### src/iad_defines.svh
// Address map constants and reset values for the indirect address decoder.
`ifndef IAD_DEFINES_SVH
`define IAD_DEFINES_SVH

// Last pointer value of the traditional data memory region.
`define IAD_TRAD_LAST 16'h0fff
// First and last pointer values of the linear data memory region.
`define IAD_LIN_FIRST 16'h2000
`define IAD_LIN_LAST 16'h29af
// Size of one banked general-purpose RAM block, in bytes.
`define IAD_GPR_BYTES 12'h050
// Bank offset of the first general-purpose byte in every bank.
`define IAD_GPR_BASE 7'h20
// Highest in-bank offset that is an indirect access port location.
`define IAD_PORT_LAST 7'h01
// Bit of the pointer that selects the program flash region.
`define IAD_FLASH_BIT 15
// Value returned for every read that reaches no storage.
`define IAD_READ_ZERO 8'h00
// Reset value of the address outputs.
`define IAD_DM_ADDR_RST 12'h000
`define IAD_FL_ADDR_RST 15'h0000

`endif

### src/iad_pkg.sv
// Types shared by the indirect address decoder files.
package iad_pkg;

   // Region that a pointer value falls into.
   typedef enum logic [1:0] {
      IAD_REG_TRAD = 2'h0,
      IAD_REG_LIN = 2'h1,
      IAD_REG_FLASH = 2'h2,
      IAD_REG_NONE = 2'h3
   } iad_region_t;

   // The 16-bit pointer as its two bytes.
   typedef struct packed {
      logic [7:0] high;
      logic [7:0] low;
   } iad_ptr_t;

   // One indirect access request from the core.
   typedef struct packed {
      logic write;
      iad_ptr_t ptr;
      logic [7:0] wdata;
   } iad_req_t;

   // Result of decoding one pointer value.
   typedef struct packed {
      iad_region_t region;
      logic port_hit;
      logic [11:0] dm_addr;
      logic [14:0] fl_addr;
   } iad_dec_t;

   // Sequencer states, Gray coded along idle, issue, capture, extra.
   typedef enum logic [1:0] {
      IAD_ST_IDLE = 2'b00,
      IAD_ST_ISSUE = 2'b01,
      IAD_ST_CAPT = 2'b11,
      IAD_ST_EXTRA = 2'b10
   } iad_state_t;

endpackage

### src/iad_top.sv
// Indirect access sequencer: decodes the pointer and drives data memory or flash.
`timescale 1ns/1ps
`default_nettype none
`include "iad_defines.svh"

// How it works
// - Port accesses go to the location the file select pointer names.
// - Pointer naming a port location reads zero and writes nothing.
// - Address is pointer high byte over pointer low byte, sixteen bits.
// - Pointers 0x000 to 0xFFF map straight to absolute data addresses.
// - Pointers 0x2000 to 0x29AF alias the banked 80-byte RAM blocks.
// - Stepping past one bank's last RAM byte lands on the next bank.
// - Reads of unimplemented locations return 0x00.
// - Common memory bytes are left out of the linear region.
// - Top pointer bit set means the low 15 bits address flash words.
// - Flash reads deliver only the low eight bits of the word.
// - Writes into the flash region change nothing.
// - Every flash access takes one extra cycle, stalling the core.
module iad_top (
   // Clock and synchronous reset.
   input wire logic sys_clk,
   input wire logic rst,
   // Core side request and answer.
   input wire logic req_valid,
   input wire iad_pkg::iad_req_t req,
   output logic busy,
   output logic done,
   output logic stall,
   output logic [7:0] rd_data,
   // Data memory side.
   output logic [11:0] dm_addr,
   output logic dm_rd,
   output logic dm_wr,
   output logic [7:0] dm_wdata,
   input wire logic [7:0] dm_rdata,
   // Program flash side, read only.
   output logic [14:0] fl_addr,
   output logic fl_rd,
   input wire logic [13:0] fl_rdata
);

   iad_pkg::iad_dec_t dec;
   iad_pkg::iad_state_t state;
   iad_pkg::iad_state_t next_state;
   logic next_busy;
   logic next_done;
   logic next_stall;
   logic [7:0] next_rd_data;
   logic [11:0] next_dm_addr;
   logic next_dm_rd;
   logic next_dm_wr;
   logic [7:0] next_dm_wdata;
   logic [14:0] next_fl_addr;
   logic next_fl_rd;
   // Which storage answers the pending read, and whether flash was touched.
   logic src_dm;
   logic src_fl;
   logic is_flash;
   logic next_src_dm;
   logic next_src_fl;
   logic next_is_flash;
   logic take;
   logic data_ok;

   // The decoder looks at the live request pointer so it can issue next edge.
   iad_decode u_decode (
      .ptr(req.ptr),
      .dec(dec)
   );

   // A request is only taken while idle; the core must wait for done.
   assign take = req_valid && (state == iad_pkg::IAD_ST_IDLE);
   // Data memory is only reached for real storage, never for port locations.
   assign data_ok = ((dec.region == iad_pkg::IAD_REG_TRAD) ||
                     (dec.region == iad_pkg::IAD_REG_LIN)) && !dec.port_hit;

   // Next-state logic for the sequencer and every registered output.
   always_comb begin
      next_state = state;
      next_busy = busy;
      next_done = 1'b0;
      next_stall = 1'b0;
      next_rd_data = rd_data;
      next_dm_addr = dm_addr;
      next_dm_rd = 1'b0;
      next_dm_wr = 1'b0;
      next_dm_wdata = dm_wdata;
      next_fl_addr = fl_addr;
      next_fl_rd = 1'b0;
      next_src_dm = src_dm;
      next_src_fl = src_fl;
      next_is_flash = is_flash;
      case (state)
         iad_pkg::IAD_ST_IDLE: begin
            if (take) begin
               next_state = iad_pkg::IAD_ST_ISSUE;
               next_busy = 1'b1;
               next_dm_addr = dec.dm_addr;
               next_fl_addr = dec.fl_addr;
               next_dm_wdata = req.wdata;
               next_dm_rd = data_ok && !req.write;
               // Port hits and unimplemented targets never see a write strobe.
               next_dm_wr = data_ok && req.write;
               // Flash never gets a write path at all.
               next_fl_rd = (dec.region == iad_pkg::IAD_REG_FLASH) && !req.write;
               next_src_dm = data_ok && !req.write;
               next_src_fl = (dec.region == iad_pkg::IAD_REG_FLASH) && !req.write;
               next_is_flash = (dec.region == iad_pkg::IAD_REG_FLASH);
            end
         end
         iad_pkg::IAD_ST_ISSUE: begin
            // Memory registers the strobe on this edge and answers after it.
            next_state = iad_pkg::IAD_ST_CAPT;
         end
         iad_pkg::IAD_ST_CAPT: begin
            if (src_dm) begin
               next_rd_data = dm_rdata;
            end else if (src_fl) begin
               next_rd_data = fl_rdata[7:0];
            end else begin
               // Writes, port hits and holes all answer zero.
               next_rd_data = `IAD_READ_ZERO;
            end
            if (is_flash) begin
               // Flash costs one more cycle, even for a dropped write.
               next_state = iad_pkg::IAD_ST_EXTRA;
               next_stall = 1'b1;
            end else begin
               next_state = iad_pkg::IAD_ST_IDLE;
               next_busy = 1'b0;
               next_done = 1'b1;
            end
         end
         iad_pkg::IAD_ST_EXTRA: begin
            next_state = iad_pkg::IAD_ST_IDLE;
            next_busy = 1'b0;
            next_done = 1'b1;
         end
         default: begin
            next_state = iad_pkg::IAD_ST_IDLE;
            next_busy = 1'b0;
         end
      endcase
   end

   // Register stage; the reset values keep every strobe quiet.
   always_ff @(posedge sys_clk) begin
      if (rst) begin
         state <= iad_pkg::IAD_ST_IDLE;
         busy <= 1'b0;
         done <= 1'b0;
         stall <= 1'b0;
         rd_data <= `IAD_READ_ZERO;
         dm_addr <= `IAD_DM_ADDR_RST;
         dm_rd <= 1'b0;
         dm_wr <= 1'b0;
         dm_wdata <= `IAD_READ_ZERO;
         fl_addr <= `IAD_FL_ADDR_RST;
         fl_rd <= 1'b0;
         src_dm <= 1'b0;
         src_fl <= 1'b0;
         is_flash <= 1'b0;
      end else begin
         state <= next_state;
         busy <= next_busy;
         done <= next_done;
         stall <= next_stall;
         rd_data <= next_rd_data;
         dm_addr <= next_dm_addr;
         dm_rd <= next_dm_rd;
         dm_wr <= next_dm_wr;
         dm_wdata <= next_dm_wdata;
         fl_addr <= next_fl_addr;
         fl_rd <= next_fl_rd;
         src_dm <= next_src_dm;
         src_fl <= next_src_fl;
         is_flash <= next_is_flash;
      end
   end

endmodule
`default_nettype wire

### src/iad_decode.sv
// Combinational pointer decoder: region, absolute data address and flash word address.
`timescale 1ns/1ps
`default_nettype none
`include "iad_defines.svh"

module iad_decode (
   // Pointer to decode.
   input wire iad_pkg::iad_ptr_t ptr,
   // Decoded result.
   output iad_pkg::iad_dec_t dec
);

   // Linear offset n lands in bank n/80 at bank offset 0x20 plus n mod 80.
   function automatic logic [11:0] lin_map(input logic [11:0] n);
      logic [11:0] bank;
      logic [11:0] rem;
      bank = n / `IAD_GPR_BYTES;
      rem = n % `IAD_GPR_BYTES;
      lin_map = {bank[4:0], 7'(`IAD_GPR_BASE + rem[6:0])};
   endfunction

   logic [15:0] full;
   logic [15:0] lin_off;

   // The two pointer bytes form one 16-bit address, high byte on top.
   assign full = {ptr.high, ptr.low};
   assign lin_off = full - `IAD_LIN_FIRST;

   // Region select; flash wins on the top bit, gaps count as unimplemented.
   always_comb begin
      dec.region = iad_pkg::IAD_REG_NONE;
      dec.port_hit = 1'b0;
      dec.dm_addr = `IAD_DM_ADDR_RST;
      dec.fl_addr = full[14:0];
      if (full[`IAD_FLASH_BIT]) begin
         dec.region = iad_pkg::IAD_REG_FLASH;
      end else if (full <= `IAD_TRAD_LAST) begin
         dec.region = iad_pkg::IAD_REG_TRAD;
         dec.dm_addr = full[11:0];
         // Offsets 0 and 1 of every bank are the port locations themselves.
         dec.port_hit = (full[6:0] <= `IAD_PORT_LAST);
      end else if (full >= `IAD_LIN_FIRST && full <= `IAD_LIN_LAST) begin
         dec.region = iad_pkg::IAD_REG_LIN;
         dec.dm_addr = lin_map(lin_off[11:0]);
      end
   end

endmodule
`default_nettype wire

### config.mk
export PLATFORM = sky130hd
export DESIGN_NAME = iad_top
export DESIGN_NICKNAME = d
export VERILOG_FILES = /design/src/iad_pkg.sv /design/src/iad_top.sv /design/src/iad_decode.sv
export VERILOG_INCLUDE_DIRS = /design/src
export SDC_FILE = /design/constraint.sdc
export NUM_CORES = 1
export LEC_CHECK = 0
export ABC_AREA = 1
export BUFFER_PORTS_ARGS = -buffer_cell sky130_fd_sc_hd__buf_4
export CAP_MARGIN = 20
export CORE_MARGIN = 4
export CORE_UTILIZATION = 30
export DETAILED_ROUTE_END_ITERATION = 8
export GPL_TIMING_DRIVEN = 0
export PLACE_DENSITY = 0.6
export SETUP_SLACK_MARGIN = 0.05
export SLEW_MARGIN = 20
export SYNTH_ARGS = -nofsm -noshare
export SYNTH_HDL_FRONTEND = slang
export SYNTH_SLANG_ARGS = --single-unit
### constraint.sdc
create_clock -name sys_clk -period 2.7 [get_ports sys_clk]
set_clock_uncertainty 0.05 [all_clocks]
set_input_delay 0 -clock sys_clk [delete_from_list [all_inputs] [get_ports sys_clk]]
set_output_delay 0 -clock sys_clk [all_outputs]
set_load 0.03 [all_outputs]
==> out/results.ini <==
[finish]
fin_nets = 545
final_area_sq_um = 3860
area_delta_synth_final_pct = 50.2
drive_gt1_share_pct = 27.5
nFillCells = 826
diodes = 0
seqCellArea_sq_um = 1080
multi_input_area_sq_um = 1320
fin_cells = 600

[worst_hold_path]
hp-class = in -> reg
whs_path_depth = 3
holdPathEnd = fl_addr[8]$_SDFFE_PP0P_
hp-start = req[16]

[logic_synthesis]
synth_top_cell_area_share_pct = 42.0
synth_top_flop_cell = dfxtp_1
synth.top_cells.by_count = nand2_1 (78), dfxtp_1 (54), nor2_1 (43), a21oi_1 (37), o21ai_0 (36)
synth_area_leaders = dfxtp_1 (42%), nand2_1 (11%), a21oi_1 (7.2%)
ys_types = 34
yosysSeqAreaShare_pct = 42.0
ys_seq_elements = 54
async_flop_share_pct = 0
synth_edf_count = 0
syn_area_sq_um = 2570
synth_most_common_cell = nand2_1
synth_fp_nets = 409
synth_area_leader_cell = dfxtp_1
synth.yosys.warnings = 0
synth.avg_cell_area_sq_um = 7.16
synthCells = 359

[setup_path]
worst_ep_required_time_ps = 2890
r2r-end = dm_addr[7]$_SDFFE_PP0P_
start_kind = flip-flop
crit_type = reg -> reg
critPathArrivalTime_ps = 2460
timing.rr.start = state[1]$_SDFFE_PP0N_
r2r_cells = 9
critPathMaxFanout = 10
endpoint_kind = flip-flop
reg2reg_slack_ps = 430

[sta]
worst_slack_ps = 434
setup_violations = 0
min_period_ps = 2270
fmax_mhz = 441
rsz0062_at_grt = no
max_slew_margin_pct = 50.2
worst_slew_pin_slew_ps = 737
maxSlewViolCount = 0
finalHoldViolCount = 0
finalCritPeriodShare_pct = 83.9
setup_tns_ps = 0

[clock_network]
clock_path_buffers = 2
cts_made_buffers = 5
clkTransAtPathRegs_ps = 100
cts_tree = built
cts_root_buffer = clkbuf_8
clk_latency_ps = 300
htree_levels = 2
cts_sinks = 54

[pwr]
power_density_nw_per_um2 = 526
intPower_w = 0.00130
power_w = 0.00203
switching_power_w = 0.000727
pwr-share-seq_pct = 43.7
p_leak_nw = 1.83
p_clk_share_pct = 21.7
ir_worst_vdd_v = 0.000235
combPwrFrac_pct = 34.5
p_sw_share_pct = 35.8

[die]
initial_core_util_pct = 31.1
die_area_sq_um = 10100
die_x_microns = 101
core_area_sq_um = 8260
io_pins = 99
die_y_microns = 101
num_rows = 33

[job]
drv_cap = 0

[grt]
overflow = 0
grt_max_degree = 17
first_global_vias = 2682
antenna_found_initial = 0
grtUsageTotal_pct = 15.4
grt_pass1_wl_microns = 12700

[detailed_routing]
wire_per_inst_microns = 13.2
drc = 0
vias_per_cell = 4.64
drtPass1Iterations = 4
ant_nets = 0
vias = 2783
drt_iter0_markers = 133
routed_wl_microns = 7920

[placed_design]
place_congestion = 0.844
dp_cells = 555
place_ws_ps = -159
io_buffers = 91
dp_hpwl_microns = 5920
placed_area_sq_um = 3390

[run_status]
outcome = finished clean

==> cell families after synthesis <==
| group | share of synthesized area [%] |
|---|---|
| buf+inv | 7.20 |
| flops | 42.0 |
| simple gates | 30.1 |
| xor+xnor | 0.341 |
| compound gates | 20.3 |
==> cell type report <==
| type | count | area share [%] |
|---|---|---|
| Multi-Input combinational cell | 260 | 34.1 |
| Sequential cell | 54 | 28.0 |
| Timing Repair Buffer | 129 | 27.5 |
| Tap cell | 105 | 3.40 |
| Inverter | 31 | 3.05 |
| Clock buffer | 5 | 1.78 |
| Buffer | 14 | 1.75 |
| Clock inverter | 2 | 0.356 |
==> worst max path at each step <==
stage,startpoint,end,slack (ps),cells after the start
after floorplan,req[18],dm_addr[6]$_SDFFE_PP0P_,590,25
after global placement,state[1]$_SDFFE_PP0N_,dm_addr[7]$_SDFFE_PP0P_,-150,9
after detailed placement,state[1]$_SDFFE_PP0N_,dm_addr[11]$_SDFFE_PP0P_,-160,9
after CTS,state[1]$_SDFFE_PP0N_,dm_addr[11]$_SDFFE_PP0P_,80,9
after global routing,state[1]$_SDFFE_PP0N_,dm_addr[11]$_SDFFE_PP0P_,140,9
final,state[1]$_SDFFE_PP0N_,dm_addr[7]$_SDFFE_PP0P_,430,9
==> placed cells by master, fill, tap and decap left out, types with 3 or more instances in the layout <==
cell	instances
inv_2	5
nor2_1	42
nand4_1	3
dfxtp_1	54
inv_1	25
clkbuf_1	10
a21oi_1	37
nand2_1	78
nand2_4	5
nand3_2	4
dlygate4sd3_1	38
nand2_2	9
clkbuf_8	5
nand3_1	17
o211ai_1	4
nor3_1	4
o21ai_0	36
buf_4	91
==> power groups by stage <==
stage,Combinational [W],Sequential (W),Clock [W]
after floorplan,0.000324,0.00101,0
after global placement,0.000650,0.000904,0
after detailed placement,0.000658,0.000906,0
after CTS,0.000702,0.000888,0.000468
after global routing,0.000771,0.000897,0.000495
final,0.000702,0.000888,0.000441
==> stage by stage <==
step	hold WS, ps	utilization, %
after floorplan	33.6	-
after global placement	143	41.0
after detailed placement	150	41.0
after CTS	17.9	46.7
after global routing	57.5	46.8
final	33.3	46.8
==> layer usage <==
| metal | track usage (%) | wire, microns |
|---|---|---|
| met2 | 26.9 | 3750 |
| met4 | 4.35 | 126 |
| met5 | 0 | 0 |
| met3 | 3.25 | 450 |
| met1 | 19.1 | 3590 |
==> critical path, cell delays in order (launching register included) <==
cell and delay [ps]:
dfxtp_1 400, inv_1 80, o21ai_0 220, nand2_1 120
nor2_2 340, inv_1 150, nor2_1 180, a21boi_4 360
o21ai_0 160, a21oi_1 140
==> state kept, by name, indices dropped and copies added (netlist names) <==
signal    count
done          1
is_flash      1
busy          1
src_dm        1
stall         1
dm_addr      12
fl_rd         1
state         2
dm_wdata      8
dm_wr         1
rd_data       8
dm_rd         1
fl_addr      15
src_fl        1
==> timing repair <==
item	in CTS	in global routing
endpoints found under the setup margin	10	20
endpoints found under the hold margin	37	0
gates resized for setup	1	2
hold buffers	38	0
pin swaps	0	0
setup buffers	0	0
Note: power is estimated with default switching activity, not from simulation.
